`src/rbmr_regs.vh`:
```
`ifndef RBMR_REGS_VH
`define RBMR_REGS_VH

////////////////////////////////////////////////////////////////////////////
// receiver states
`define RBMR_ST_SLEEP 2'h0
`define RBMR_ST_STARTUP 2'h1
`define RBMR_ST_BITCHECK 2'h2
`define RBMR_ST_RECEIVE 2'h3

////////////////////////////////////////////////////////////////////////////
// operating mode field (bit1, bit0)
`define RBMR_OPM_POLL 2'h2
`define RBMR_OPM_RX 2'h3

////////////////////////////////////////////////////////////////////////////
// bit check: edge checks per verified bit, field widths
`define RBMR_CHECKS_PER_BIT 5'h02
`define RBMR_BITS_PER_STEP 5'h03
`define RBMR_LIM_W 6
`define RBMR_CNT_W 8

////////////////////////////////////////////////////////////////////////////
// byte counter interrupt thresholds, selected by the two threshold bits
`define RBMR_THR_SEL0 5'h01
`define RBMR_THR_SEL1 5'h04
`define RBMR_THR_SEL2 5'h08
`define RBMR_THR_SEL3 5'h0c

////////////////////////////////////////////////////////////////////////////
// receive buffer
`define RBMR_BUF_DEPTH 16
`define RBMR_BUF_AW 4
`define RBMR_BUF_FULL 5'h10
`define RBMR_BYTE_LAST 3'h7

`endif

```
`src/rbmr_rx_bitcheck.v`:
```
// Behaviour
// RULE_01 - bit count 0/3/6/9 gives 0..18 checks
// RULE_02 - each verified bit is two interval checks
// RULE_03 - in-window continues, out-of-window aborts to sleep; code goes to start-up instead in mode 11
// RULE_04 - lower limit low*tick, upper (high-1)*tick
// RULE_05 - six-bit low and high limit fields
// RULE_06 - software keeps low >= 10, high <= 63
// RULE_07 - counter advances per tick, compared at edges
// RULE_08 - fail below low at edge, or reaching high
// RULE_09 - advised window 38 or 50 percent, six bits
// RULE_10 - pass enters receive, sets supply and clock enables
// RULE_11 - receive entry interrupts when transparent, pattern zero; code interrupts only when not transparent
// RULE_12 - transparent with chip select low drives stream out
// RULE_13 - non-transparent Manchester data goes to buffer
// RULE_14 - intervals classed T or 2T, T uses limits
// RULE_15 - 2T bounds from sum and half difference, round up
// RULE_16 - bytes stored after start bit, start bit included
// RULE_17 - transmitter start bit opposes preburst value
// RULE_18 - sixteen-byte buffer, overflow overwrites oldest
// RULE_19 - byte counter up on receive, down on read
// RULE_20 - interrupt when counting up reaches threshold
// RULE_21 - bit error interrupts, restarts, drops its byte
// RULE_22 - config write in receive resets buffer, restarts
// RULE_23 - serial output high impedance when not transparent
// RULE_24 - mode 10 polls, mode 11 stays enabled
// RULE_25 - demod ignored until bit check starts counting
`include "rbmr_regs.vh"
module rbmr_rx_bitcheck #(
   parameter LIM_W = `RBMR_LIM_W,
   parameter CNT_W = `RBMR_CNT_W,
   parameter BUF_AW = `RBMR_BUF_AW
) (
   // clock and reset
   input wire sys_clk,
   input wire nrst,
   // configuration
   input wire op_mode_bit0,
   input wire op_mode_bit1,
   input wire transparent_sel,
   input wire pattern_sel,
   input wire irq_threshold_sel0,
   input wire irq_threshold_sel1,
   input wire [1:0] bitcheck_count,
   input wire [LIM_W-1:0] lim_min,
   input wire [LIM_W-1:0] lim_max,
   input wire ctrl_reg_wr,
   // sequencing and timing
   input wire sleep_done,
   input wire startup_done,
   input wire check_tick,
   input wire demod_out,
   // host side
   input wire cs_n,
   input wire host_rd,
   input wire irq_clear,
   output wire [7:0] rd_data,
   output reg rd_valid_ff,
   output reg [4:0] byte_count_ff,
   output reg irq_ff,
   output reg host_supply_enable_ff,
   output reg host_clock_enable_ff,
   output reg [1:0] state_ff,
   output reg serial_out_rx_stream_ff,
   output reg serial_out_oe_n_ff
);

   ////////////////////////////////////////////////////////////////////////
   // interval windows
   wire [CNT_W-1:0] lmin;
   wire [CNT_W-1:0] lmax;
   wire [CNT_W-1:0] lsum;
   wire [CNT_W-1:0] ldiff;
   wire [CNT_W-1:0] double_window_low;
   wire [CNT_W-1:0] double_window_high;
   wire [4:0] need_checks;
   wire [1:0] op_mode;

   assign lmin = {{(CNT_W-LIM_W){1'b0}}, lim_min}; // RULE_05
   assign lmax = {{(CNT_W-LIM_W){1'b0}}, lim_max}; // RULE_05
   assign lsum = lmin + lmax;
   // assumes high >= low, as software must configure
   assign ldiff = lmax - lmin;
   assign double_window_low = lsum - (ldiff >> 1); // RULE_15
   assign double_window_high = lsum + ((ldiff + 8'h01) >> 1); // RULE_15
   // bits times two checks per bit
   assign need_checks = (`RBMR_BITS_PER_STEP * {3'h0, bitcheck_count})
                        * `RBMR_CHECKS_PER_BIT; // RULE_01 RULE_02
   assign op_mode = {op_mode_bit1, op_mode_bit0};

   reg [CNT_W-1:0] edge_interval_count_ff;
   reg demod_q_ff;
   wire edge_det;
   wire in_t;
   wire in_2t;

   assign edge_det = demod_out ^ demod_q_ff;
   // at an edge: upper bound is (high-1) ticks, so count < high passes
   assign in_t = (edge_interval_count_ff >= lmin) &&
                 (edge_interval_count_ff < lmax); // RULE_04 RULE_14
   assign in_2t = (edge_interval_count_ff >= double_window_low) &&
                  (edge_interval_count_ff < double_window_high); // RULE_14

   ////////////////////////////////////////////////////////////////////////
   // sequencer, bit check and decoder
   reg [4:0] checks_ff;
   reg armed_ff;
   reg started_ff;
   reg mid_ff;
   reg [7:0] shift_ff;
   reg [2:0] nbit_ff;
   reg pend_ff;
   reg [7:0] pend_data_ff;
   reg ev_irq_ff;
   wire push;
   wire clear_buf;

   assign clear_buf = ctrl_reg_wr && (state_ff == `RBMR_ST_RECEIVE);

   always @(posedge sys_clk or negedge nrst) begin
      if (!nrst) begin
         demod_q_ff <= 1'b0;
      end else begin
         demod_q_ff <= demod_out;
      end
   end

   always @(posedge sys_clk or negedge nrst) begin
      if (!nrst) begin
         state_ff <= `RBMR_ST_SLEEP;
         edge_interval_count_ff <= 8'h00;
         checks_ff <= 5'h00;
         armed_ff <= 1'b0;
         started_ff <= 1'b0;
         mid_ff <= 1'b0;
         shift_ff <= 8'h00;
         nbit_ff <= 3'h0;
         pend_ff <= 1'b0;
         pend_data_ff <= 8'h00;
         ev_irq_ff <= 1'b0;
         host_supply_enable_ff <= 1'b0;
         host_clock_enable_ff <= 1'b0;
      end else begin
         ev_irq_ff <= 1'b0;
         if (push) begin
            pend_ff <= 1'b0;
         end
         // ticks only counted in check and receive, saturating
         if (check_tick && (state_ff[1]) &&
             (edge_interval_count_ff != 8'hff)) begin
            edge_interval_count_ff <= edge_interval_count_ff + 8'h01; // RULE_07
         end
         if (!op_mode_bit1) begin
            state_ff <= `RBMR_ST_SLEEP; // RULE_24
         end else begin
            case (state_ff)
               `RBMR_ST_SLEEP: begin
                  if (op_mode == `RBMR_OPM_RX || sleep_done) begin
                     state_ff <= `RBMR_ST_STARTUP; // RULE_24
                  end
               end
               `RBMR_ST_STARTUP: begin
                  // demod is undefined here and is not looked at
                  if (startup_done) begin
                     state_ff <= `RBMR_ST_BITCHECK; // RULE_25
                     edge_interval_count_ff <= 8'h00;
                     checks_ff <= 5'h00;
                     armed_ff <= 1'b0;
                  end
               end
               `RBMR_ST_BITCHECK: begin
                  if (need_checks == 5'h00) begin
                     state_ff <= `RBMR_ST_RECEIVE; // RULE_01
                  end else if (edge_det) begin
                     edge_interval_count_ff <= 8'h00; // RULE_07
                     armed_ff <= 1'b1;
                     // first edge only opens the first interval
                     if (armed_ff && !in_t) begin
                        state_ff <= (op_mode == `RBMR_OPM_RX) ?
                           `RBMR_ST_STARTUP : `RBMR_ST_SLEEP; // RULE_03
                     end else if (armed_ff) begin
                        checks_ff <= checks_ff + 5'h01; // RULE_02
                        if (checks_ff + 5'h01 == need_checks) begin
                           state_ff <= `RBMR_ST_RECEIVE; // RULE_01
                        end
                     end
                  end else if (edge_interval_count_ff >= lmax) begin
                     state_ff <= (op_mode == `RBMR_OPM_RX) ?
                        `RBMR_ST_STARTUP : `RBMR_ST_SLEEP; // RULE_08
                  end
                  if (state_ff == `RBMR_ST_BITCHECK) begin
                     started_ff <= 1'b0;
                     mid_ff <= 1'b0;
                     nbit_ff <= 3'h0;
                  end
               end
               `RBMR_ST_RECEIVE: begin
                  if (clear_buf) begin
                     started_ff <= 1'b0;
                     nbit_ff <= 3'h0;
                     pend_ff <= 1'b0; // RULE_22
                     state_ff <= (op_mode == `RBMR_OPM_RX) ?
                        `RBMR_ST_STARTUP : `RBMR_ST_SLEEP; // RULE_22
                  end else if (!transparent_sel) begin // RULE_13
                     if (edge_det) begin
                        edge_interval_count_ff <= 8'h00;
                        if (!in_t && !in_2t) begin
                           ev_irq_ff <= 1'b1; // RULE_21
                           state_ff <= `RBMR_ST_STARTUP; // RULE_21
                        end else if (!started_ff) begin
                           // preburst gives T; first 2T is the start bit
                           if (in_2t) begin
                              started_ff <= 1'b1; // RULE_16
                              mid_ff <= 1'b1;
                              shift_ff <= {shift_ff[6:0], demod_out}; // RULE_16
                              nbit_ff <= 3'h1;
                           end
                        end else if (mid_ff && in_t) begin
                           mid_ff <= 1'b0;
                        end else if (!mid_ff && !in_t) begin
                           // no edge at bit centre
                           ev_irq_ff <= 1'b1; // RULE_21
                           state_ff <= `RBMR_ST_STARTUP; // RULE_21
                        end else begin
                           mid_ff <= 1'b1;
                           shift_ff <= {shift_ff[6:0], demod_out};
                           nbit_ff <= nbit_ff + 3'h1;
                           if (nbit_ff == `RBMR_BYTE_LAST) begin
                              // one byte of slack; if still pending it
                              // is replaced, far slower than a drain
                              pend_ff <= 1'b1; // RULE_16
                              pend_data_ff <= {shift_ff[6:0], demod_out};
                           end
                        end
                     end else if (edge_interval_count_ff >=
                                  double_window_high) begin
                        // partial byte dropped, never stored
                        ev_irq_ff <= 1'b1; // RULE_21
                        state_ff <= `RBMR_ST_STARTUP; // RULE_21
                     end
                  end
               end
               default: begin
                  state_ff <= `RBMR_ST_SLEEP;
               end
            endcase
         end
         if (state_ff == `RBMR_ST_BITCHECK && need_checks == 5'h00) begin
            host_supply_enable_ff <= 1'b1; // RULE_10
            host_clock_enable_ff <= 1'b1; // RULE_10
            ev_irq_ff <= !transparent_sel && !pattern_sel; // RULE_11
         end else if (state_ff == `RBMR_ST_BITCHECK && edge_det &&
                      armed_ff && in_t &&
                      checks_ff + 5'h01 == need_checks) begin
            host_supply_enable_ff <= 1'b1; // RULE_10
            host_clock_enable_ff <= 1'b1; // RULE_10
            ev_irq_ff <= !transparent_sel && !pattern_sel; // RULE_11
         end
      end
   end

   ////////////////////////////////////////////////////////////////////////
   // transparent output
   always @(posedge sys_clk or negedge nrst) begin
      if (!nrst) begin
         serial_out_rx_stream_ff <= 1'b0;
         serial_out_oe_n_ff <= 1'b1;
      end else begin
         serial_out_rx_stream_ff <= demod_out; // RULE_12
         // released unless transparent receive with chip select low
         serial_out_oe_n_ff <= !(transparent_sel && !cs_n &&
                                 state_ff == `RBMR_ST_RECEIVE); // RULE_12 RULE_23
      end
   end

   ////////////////////////////////////////////////////////////////////////
   // two-entry buffer between decoder and ring
   reg [7:0] f_d0_ff;
   reg [7:0] f_d1_ff;
   reg [1:0] f_cnt_ff;
   reg [BUF_AW-1:0] wr_ptr_ff;
   reg [BUF_AW-1:0] rd_ptr_ff;
   wire rd_take;
   wire pop;
   reg [4:0] thr;

   // host reads take priority over pops; pops stall meanwhile
   assign rd_take = host_rd && (byte_count_ff != 5'h00);
   assign pop = (f_cnt_ff != 2'h0) && !rd_take;
   assign push = pend_ff && (f_cnt_ff != 2'h2);

   always @* begin
      case ({irq_threshold_sel1, irq_threshold_sel0})
         2'h0: thr = `RBMR_THR_SEL0;
         2'h1: thr = `RBMR_THR_SEL1;
         2'h2: thr = `RBMR_THR_SEL2;
         default: thr = `RBMR_THR_SEL3;
      endcase
   end

   always @(posedge sys_clk or negedge nrst) begin
      if (!nrst) begin
         f_d0_ff <= 8'h00;
         f_d1_ff <= 8'h00;
         f_cnt_ff <= 2'h0;
      end else if (clear_buf) begin
         f_cnt_ff <= 2'h0; // RULE_22
      end else begin
         if (pop && push && f_cnt_ff == 2'h1) begin
            f_d0_ff <= pend_data_ff;
         end else if (pop) begin
            f_d0_ff <= f_d1_ff;
            if (push) begin
               f_d1_ff <= pend_data_ff;
            end
         end else if (push && f_cnt_ff == 2'h0) begin
            f_d0_ff <= pend_data_ff;
         end else if (push) begin
            f_d1_ff <= pend_data_ff;
         end
         f_cnt_ff <= f_cnt_ff + {1'b0, push} - {1'b0, pop};
      end
   end

   ////////////////////////////////////////////////////////////////////////
   // ring, byte counter, interrupt
   always @(posedge sys_clk or negedge nrst) begin
      if (!nrst) begin
         wr_ptr_ff <= 4'h0;
         rd_ptr_ff <= 4'h0;
         byte_count_ff <= 5'h00;
         rd_valid_ff <= 1'b0;
      end else begin
         rd_valid_ff <= rd_take;
         if (clear_buf) begin
            wr_ptr_ff <= 4'h0; // RULE_22
            rd_ptr_ff <= 4'h0;
            byte_count_ff <= 5'h00; // RULE_22
         end else if (rd_take) begin
            rd_ptr_ff <= rd_ptr_ff + 4'h1;
            byte_count_ff <= byte_count_ff - 5'h01; // RULE_19
         end else if (pop) begin
            wr_ptr_ff <= wr_ptr_ff + 4'h1;
            if (byte_count_ff == `RBMR_BUF_FULL) begin
               // overflow: oldest byte is overwritten
               rd_ptr_ff <= rd_ptr_ff + 4'h1; // RULE_18
            end else begin
               byte_count_ff <= byte_count_ff + 5'h01; // RULE_19
            end
         end
      end
   end

   always @(posedge sys_clk or negedge nrst) begin
      if (!nrst) begin
         irq_ff <= 1'b0;
      end else if (ev_irq_ff || (pop && !clear_buf &&
               byte_count_ff != `RBMR_BUF_FULL &&
               byte_count_ff + 5'h01 == thr)) begin
         // set wins over a clear in the same cycle
         irq_ff <= 1'b1; // RULE_20 RULE_21
      end else if (irq_clear) begin
         irq_ff <= 1'b0;
      end
   end

   rbmr_mem #(
      .DW(8),
      .DEPTH(`RBMR_BUF_DEPTH),
      .AW(BUF_AW)
   ) u_mem (
      .sys_clk(sys_clk),
      .we(pop && !clear_buf),
      .waddr(wr_ptr_ff),
      .wdata(f_d0_ff),
      .re(rd_take),
      .raddr(rd_ptr_ff),
      .rdata_ff(rd_data)
   ); // RULE_18

endmodule

```
`src/rbmr_mem.v`:
```
`include "rbmr_regs.vh"
module rbmr_mem #(
   parameter DW = 8,
   parameter DEPTH = `RBMR_BUF_DEPTH,
   parameter AW = `RBMR_BUF_AW
) (
   // clock
   input wire sys_clk,
   // write side
   input wire we,
   input wire [AW-1:0] waddr,
   input wire [DW-1:0] wdata,
   // read side
   input wire re,
   input wire [AW-1:0] raddr,
   output reg [DW-1:0] rdata_ff
);

   reg [DW-1:0] mem [0:DEPTH-1];

   // storage has no reset; read data is not initialised either
   always @(posedge sys_clk) begin
      if (we) begin
         mem[waddr] <= wdata;
      end
   end

   always @(posedge sys_clk) begin
      if (re) begin
         rdata_ff <= mem[raddr];
      end
   end

endmodule

```
`config.mk`:
```
export PLATFORM = sky130hd
export DESIGN_NAME = rbmr_rx_bitcheck
export DESIGN_NICKNAME = d
export VERILOG_FILES = /design/src/rbmr_rx_bitcheck.v /design/src/rbmr_mem.v
export VERILOG_INCLUDE_DIRS = /design/src /design/src/src
export SDC_FILE = /design/constraint.sdc
export NUM_CORES = 1
export LEC_CHECK = 0
export BUFFER_PORTS_ARGS = -buffer_cell sky130_fd_sc_hd__buf_2
export CORE_MARGIN = 2
export CORE_UTILIZATION = 64
export CTS_BUF_LIST = sky130_fd_sc_hd__clkbuf_8
export CTS_CLUSTER_DIAMETER = 40
export DETAILED_ROUTE_END_ITERATION = 16
export PLACE_DENSITY = 0.83
export SYNTH_ARGS = -nofsm -noshare
export SYNTH_HDL_FRONTEND = slang
export SYNTH_HIERARCHICAL = 1
export SYNTH_SLANG_ARGS = --single-unit
```
`constraint.sdc`:
```
create_clock -name sys_clk -period 4.1 [get_ports sys_clk]
set_input_delay 0 -clock sys_clk [delete_from_list [all_inputs] [get_ports sys_clk]]
set_output_delay 0 -clock sys_clk [all_outputs]
set_load 0.01 [all_outputs]
```
After elaboration in Yosys (flattened, before gate mapping)
Memory sizes are Yosys's and may differ from the RTL's. A register that Yosys moved wholly into a read port is not among the register bits.
Index checks and enable logic that the tools add are counted.
{"block": "totals", "regBits": 74, "ram_bits": 128, "input_bits": 30, "output_inout_bits": 21, "word_cells": 276, "n_memories": 1}
{"name": "u_mem.mem", "depth": 16, "word_bits": 8, "read_ports": 1, "rd_clocked_by_memory_dff": 1, "wr": 1, "line": "rbmr_mem.v:19", "text": "reg [DW-1:0] mem [0:DEPTH-1];"}
{"block": "op_classes", "n_addsub": 14, "mul": 1, "magnitude_cmp": 6, "n_eq_ne": 46, "n_mux": 114, "n_bitwise": 7, "n_reduce_logical": 65}
{"operator": "$mux W8", "count": 13}
{"operator": "$mux W1", "count": 47}
{"operator": "$mux W5", "count": 9}
{"operator": "$mux W2", "count": 18}
{"operator": "$mux W4", "count": 7}
{"operator": "$mux W7", "count": 4}
{"operator": "$ne A2 B2 Y1 const B", "count": 14}
{"operator": "$logic_and A1 B1 Y1", "count": 26}
{"operator": "$mux W3", "count": 8}
{"operator": "$pmux W8 S3", "count": 1}
{"operator": "$ne A3 B3 Y1 const B", "count": 7}
{"operator": "$ne A4 B4 Y1 const B", "count": 5}
{"operator": "$reduce_and A10 Y1", "count": 2}
{"operator": "$ge A8 B6 Y1", "count": 2}
{"operator": "$ge A8 B8 Y1", "count": 2}
{"operator": "$reduce_and A8 Y1", "count": 2}
{"operator": "$reduce_bool A2 Y1", "count": 7}
{"operator": "$ne A6 B4 Y1 const B", "count": 2}
{"operator": "$ne A6 B5 Y1 const B", "count": 2}
{"operator": "$pmux W4 S3", "count": 1}
{"operator": "$add A5 B1 Y5 const B", "count": 2}
{"operator": "$eq A5 B5 Y1", "count": 2}
{"operator": "$ne A5 B4 Y1 const B", "count": 2}
{"operator": "$pmux W5 S2", "count": 1}
{"operator": "other kinds (37)", "count": 67}

Logic depth before layout (Yosys ltp)
{"block": "depth", "depth_word": 15, "mapped_depth": 24, "depth_no_buf": 23}

By module
Netlist, hierarchy kept.
{"module": "rbmr_rx_bitcheck", "instances": 1, "cells_each": 600, "area_each_um2": 5645.4, "seq_area_each_um2": 1853.0}
{"module": "rbmr_mem", "instances": 1, "cells_each": 229, "area_each_um2": 5227.5, "seq_area_each_um2": 4083.9}

Worst setup path after synthesis
OpenSTA, ideal clock, no wires.
{"block": "synth_path", "path_type": "input-to-reg", "startpoint": "input port lim_max[0]", "endpoint": "register shift_ff[0]", "setup_ps": 125, "arrival_ps": 3808, "slack_ps": 167, "path_stages": 23, "n_path_buf": 1, "path_cell_list": "inv_1 > ha_1 > inv_1 > fa_1 > xor2_1 > inv_1 > xnor2_1 > ha_1 > a21o_1 > a21oi_1 > o21bai_1 > a21oi_1 > o21bai_1 > a21oi_1 > ha_1 > a21oi_1 > o21a_1 > o21ai_1 > o32ai_2 > and3_1 > buf_6 > nand3_4 > mux2_2"}
{"block": "synth_between", "elab_chain_cells": 9}
{"item": "start: declaration", "line": "rbmr_rx_bitcheck.v:45", "text": "input wire [LIM_W-1:0] lim_max,"}
{"item": "$sub A6 B6 Y7", "line": "rbmr_rx_bitcheck.v:82", "text": "assign ldiff = lmax - lmin;"}
{"item": "$add A7 B2 Y8", "line": "rbmr_rx_bitcheck.v:84", "text": "assign double_window_high = lsum + ((ldiff + 8'h01) >> 1);"}
{"item": "$add A7 B7 Y8", "line": "rbmr_rx_bitcheck.v:84"}
{"item": "$lt A8 B8 Y1", "line": "rbmr_rx_bitcheck.v:101", "text": "(edge_interval_count_ff < double_window_high);"}
{"item": "$logic_and A1 B1 Y1", "line": "rbmr_rx_bitcheck.v:100", "text": "assign in_2t = (edge_interval_count_ff >= double_window_low) &&"}
{"item": "$logic_not A1 Y1", "line": "rbmr_rx_bitcheck.v:206", "text": "if (!in_t && !in_2t) begin"}
{"item": "$logic_and A1 B1 Y1", "line": "rbmr_rx_bitcheck.v:206"}
{"item": "$not A1 Y1 (no source line)"}
{"item": "$reduce_and A9 Y1 (no source line) (*)"}
{"item": "end signal: assignment", "line": "rbmr_rx_bitcheck.v:214", "text": "shift_ff <= {shift_ff[6:0], demod_out};"}
{"item": "end signal: assignment", "line": "rbmr_rx_bitcheck.v:225", "text": "shift_ff <= {shift_ff[6:0], demod_out};"}
{"item": "end: declaration", "line": "rbmr_rx_bitcheck.v:109", "text": "reg [7:0] shift_ff;"}
Every way passes the cells marked *; elsewhere a longest branch is shown, timed or not.
A chain may end at the register's enable or synchronous reset.

Worst setup path after layout
{"block": "layout_path", "startpoint": "input port lim_max[0]", "endpoint": "register ev_irq_ff"}
{"block": "layout_between", "elab_chain_cells": 15}
{"item": "$sub A6 B6 Y7 / $lt A8 B6 Y1 (equally long branches)", "line": "rbmr_rx_bitcheck.v:82, rbmr_rx_bitcheck.v:99"}
{"item": "$add A7 B2 Y8 / $logic_and A1 B1 Y1 (equally long branches)", "line": "rbmr_rx_bitcheck.v:84, rbmr_rx_bitcheck.v:98"}
{"item": "$add A7 B7 Y8 / $logic_not A1 Y1 (equally long branches)", "line": "rbmr_rx_bitcheck.v:84, rbmr_rx_bitcheck.v:206, rbmr_rx_bitcheck.v:219"}
{"item": "$lt A8 B8 Y1 / $logic_and A1 B1 Y1 (equally long branches)", "line": "rbmr_rx_bitcheck.v:101, rbmr_rx_bitcheck.v:219"}
{"item": "$logic_and A1 B1 Y1 / $mux W1 (equally long branches)", "line": "rbmr_rx_bitcheck.v:100, rbmr_rx_bitcheck.v:219"}
{"item": "$logic_not A1 Y1 / $mux W1 (equally long branches)", "line": "rbmr_rx_bitcheck.v:206, rbmr_rx_bitcheck.v:217"}
{"item": "$logic_and A1 B1 Y1 / $mux W1 (equally long branches)", "line": "rbmr_rx_bitcheck.v:206, rbmr_rx_bitcheck.v:209"}
{"item": "$mux W1", "line": "rbmr_rx_bitcheck.v:206"}
{"item": "$mux W1", "line": "rbmr_rx_bitcheck.v:204", "text": "if (edge_det) begin"}
{"item": "$mux W1", "line": "rbmr_rx_bitcheck.v:203", "text": "end else if (!transparent_sel) begin"}
{"item": "$mux W1", "line": "rbmr_rx_bitcheck.v:197", "text": "if (clear_buf) begin"}
{"item": "$mux W1", "line": "rbmr_rx_bitcheck.v:155", "text": "case (state_ff)"}
{"item": "$mux W1", "line": "rbmr_rx_bitcheck.v:152", "text": "if (!op_mode_bit1) begin"}
{"item": "$mux W1 (*)", "line": "rbmr_rx_bitcheck.v:251", "text": "end else if (state_ff == `RBMR_ST_BITCHECK && edge_det &&"}
{"item": "$mux W1 (*)", "line": "rbmr_rx_bitcheck.v:247", "text": "if (state_ff == `RBMR_ST_BITCHECK && need_checks == 5'h00) begin"}
{"item": "end signal: assignment", "line": "rbmr_rx_bitcheck.v:250", "text": "ev_irq_ff <= !transparent_sel && !pattern_sel;"}
{"item": "end signal: assignment", "line": "rbmr_rx_bitcheck.v:256", "text": "ev_irq_ff <= !transparent_sel && !pattern_sel;"}
{"item": "end: declaration", "line": "rbmr_rx_bitcheck.v:113", "text": "reg ev_irq_ff;"}
Marked as above.

==> flow_summary.toml <==
[worst_setup_path]
reg2regPathDepth = 11
cp-start-kind = "input port"
crit_fanout = 4
criticalPathCategory = "input port to register"
crit_required_ps = 4490
ff2ff_setup_slack_ps = 590
endpoint = "ev_irq_ff"
cp-end-kind = "register"
r2r_end = "shift_ff[1]"
timing.rr.start = "edge_interval_count_ff[2]"
cp-startpoint = "lim_max[0]"
cp.arrival_ps = 4260

[clocking]
clk_pin_slew_ps = 50
clockBufferDepth = 3
clock_latency_ps = 520
cts_tree = "built"
htreeDepth = 2
clkSinkCount = 210
numCtsBuffers = 36
root_buffer = "clkbuf_8"

[yosys]
yosysUniqueCellTypes = 73
synthCells = 829
synth_area_leaders = "edfxtp_1 38%, dfrtp_1 17%, ha_1 8.3%"
synth_edf_count = 136
netlist_area_um2 = 10900
syn_nets = 935
synth-seq-cells = 210
yosysWarnings = 6
syn_avg_cell_area_um2 = 13.1
ys.flop_type = "edfxtp_1"
synth_top_cell_by_area = "edfxtp_1"
yosysTopAreaCellShare = 0.376
synth.yosys.seq_area_share = 0.546
synthArstFlopShare = 0.352

[sta]
relSlewSlack = 0.373
maxSlewViolCount = 0
min_period_ps = 3860
fin_skew_ps = 20.0
setup_viol_count_final = 0
fmax_mhz = 259
worst_pin_slew_ps = 941
fin_crit_sh = 0.942
tns_ps = 0
finalHoldViolCount = 0

[final_layout]
stdcell_count = 1193
final_cell_mix = "136 x edfxtp_1, 74 x nor2_1, 72 x ha_1, 72 x dfrtp_1, 65 x inv_1"
area_growth_syn_to_layout_pct = 14.2
num_antenna_cells = 0
drive_above_1_share = 0.216
layout.nets = 1053
fill_cells = 1038
final_common_cell = "edfxtp_1"

[detailed_routing]
drt-total-wl_um = 22800
viasPerCell = 6.01
dr_total_vias = 7170
drt_pass1_iterations = 5
drt-initial-drc-count = 491
drc = 0
antenna_left = 0
wl_per_cell_um = 19.1

[global_routing]
grt_use_met2 = 0.452
grt_pass1_wl_um = 36100
grt_max_degree = 75
overflow = 0
use_met3 = 0.0321
grt_antenna_before_repair = 0
grt-busiest-layer = "met2"
grtUsageMet1 = 0.339
grt_pass1_vias = 7059
grt_usage = 0.261

[placed_design]
dp.cells = 1114
port_buffers = 50
hpwlAfterDp_um = 15600
place_congestion = 0.863

[pwr]
vdd_drop_max_mv = 0.403
powerDensity_nw_per_um2 = 609
leakage_nw = 5.29

[floorplanning]
start_util = 0.656
core_region_area_um2 = 16600
io_pins = 51
die-area_um2 = 18000
die_h_um = 134
fp.dieW_um = 134
rows = 47

[min_path]
min_path_type = "input port to register"

[job]
max-cap-violations = 0

[outcome]
outcome = "complete, no violations"
==> cells by family (layout without fill, tap and decap cells) <==
| logic type | Yosys count | after routing | share of synthesized area |
|---|---|---|---|
| buffers and inverters | 81 | 225 | 0.0353 |
| xor gates and xnor gates | 49 | 49 | 0.0395 |
| muxes | 68 | 68 | 0.107 |
| adders and majority gates | 76 | 76 | 0.0902 |
| and+or+nand+nor | 199 | 199 | 0.0893 |
| AOI/OAI and AO/OA | 146 | 146 | 0.0925 |
| DFF | 210 | 210 | 0.546 |
==> critical path, cell delays in order <==
cell	delay [ps]
buf_2	100
inv_1	50
ha_1	150
inv_1	50
fa_1	420
a21o_1	180
a21oi_1	210
xnor2_1	220
nand3_1	170
xor2_1	190
ha_1	320
a21oi_2	180
o21bai_1	80
a21oi_1	180
ha_1	280
a21oi_1	160
o21a_1	190
o21ai_2	120
buf_4	150
o2111ai_1	190
o2bb2ai_1	90
dlygate4sd3_1	550
==> repair_timing <==
| item | 4_1_cts | 5_1_grt |
|---|---|---|
| endpoints found under the setup margin | 0 | 17 |
| hold buffers | 14 | 0 |
| gates resized for setup | 0 | 5 |
| buffers inserted | 0 | 1 |
| endpoints found under the hold margin | 95 | 0 |
==> worst min-delay path by stage <==
stage,startpoint,cells after the start,slack (ps),to
floorplan,nrst,0,-300,armed_ff
global placement,demod_out,1,190,serial_out_rx_stream_ff
finish,op_mode_bit0,5,80,state_ff[0]
detailed placement,demod_out,1,190,serial_out_rx_stream_ff
global route,startup_done,4,140,armed_ff
CTS,op_mode_bit0,5,50,state_ff[0]
==> per-layer routing <==
metal / routed length, um / part of all wire / up-vias
li1: - / - / 3339
met1: 9500 / 0.42 / 3516
met2: 11500 / 0.50 / 271
met3: 1220 / 0.054 / 44
met4: 611 / 0.027 / 0
met5: 0 / 0 / -
==> cell usage after synthesis (all sizes together), types with 5 or more instances <==
master	instances
nand2	41
mux4	32
a31oi	9
nor2	75
xor2	24
nor2b	7
a2111oi	5
and2	5
clkbuf	11
ha	72
edfxtp	136
nand4	10
dfrtp	73
inv	55
xnor2	25
and3	13
mux2	25
buf	12
o21ai	28
a21o	7
a21oi	41
nor3	14
a22oi	17
mux2i	11
nand3	13
o22ai	6
o21bai	7
==> layout make-up <==
class                      count  area, um^2  area share
sequential                   210        5940       0.478
multi-input combinational    538        4580       0.369
timing repair buffer         106         708      0.0570
clock buffer                  43         592      0.0477
tap                          220         275      0.0222
inverter                      55         206      0.0166
clock inverter                21         123     0.00987
==> where the power goes <==
part,switching [mW],internal [mW]
clock network,0.820,1.02
registers,0.541,2.80
logic,1.25,1.12
==> flip-flops by register name, indices dropped and copies added (netlist names), 2 cells and up <==
| name | cells |
|---|---|
| shift_ff | 7 |
| u_mem/rdata_ff | 8 |
| nbit_ff | 3 |
| u_mem/mem | 128 |
| rd_ptr_ff | 4 |
| edge_interval_count_ff | 8 |
| checks_ff | 5 |
| wr_ptr_ff | 4 |
| byte_count_ff | 5 |
| state_ff | 2 |
| pend_data_ff | 8 |
| f_cnt_ff | 2 |
| f_d1_ff | 8 |
| f_d0_ff | 8 |
==> stage by stage <==
step / instance area (um^2) / util / hold slack (ps) / setup slack, ps / total power, mW
2_1_floorplan: 10900 / - / -296 / 167 / 4.88
3_3_place_gp: 11500 / 0.695 / 193 / -158 / 5.57
3_5_place_dp: 11500 / 0.695 / 195 / -294 / 5.71
4_1_cts: 12400 / 0.747 / 53.6 / 68.8 / 7.57
5_1_grt: 12400 / 0.749 / 138 / -19.1 / 8.00
6_report: 12400 / 0.749 / 78.6 / 239 / 7.56
No activity file was read; power rests on OpenSTA's default activity.
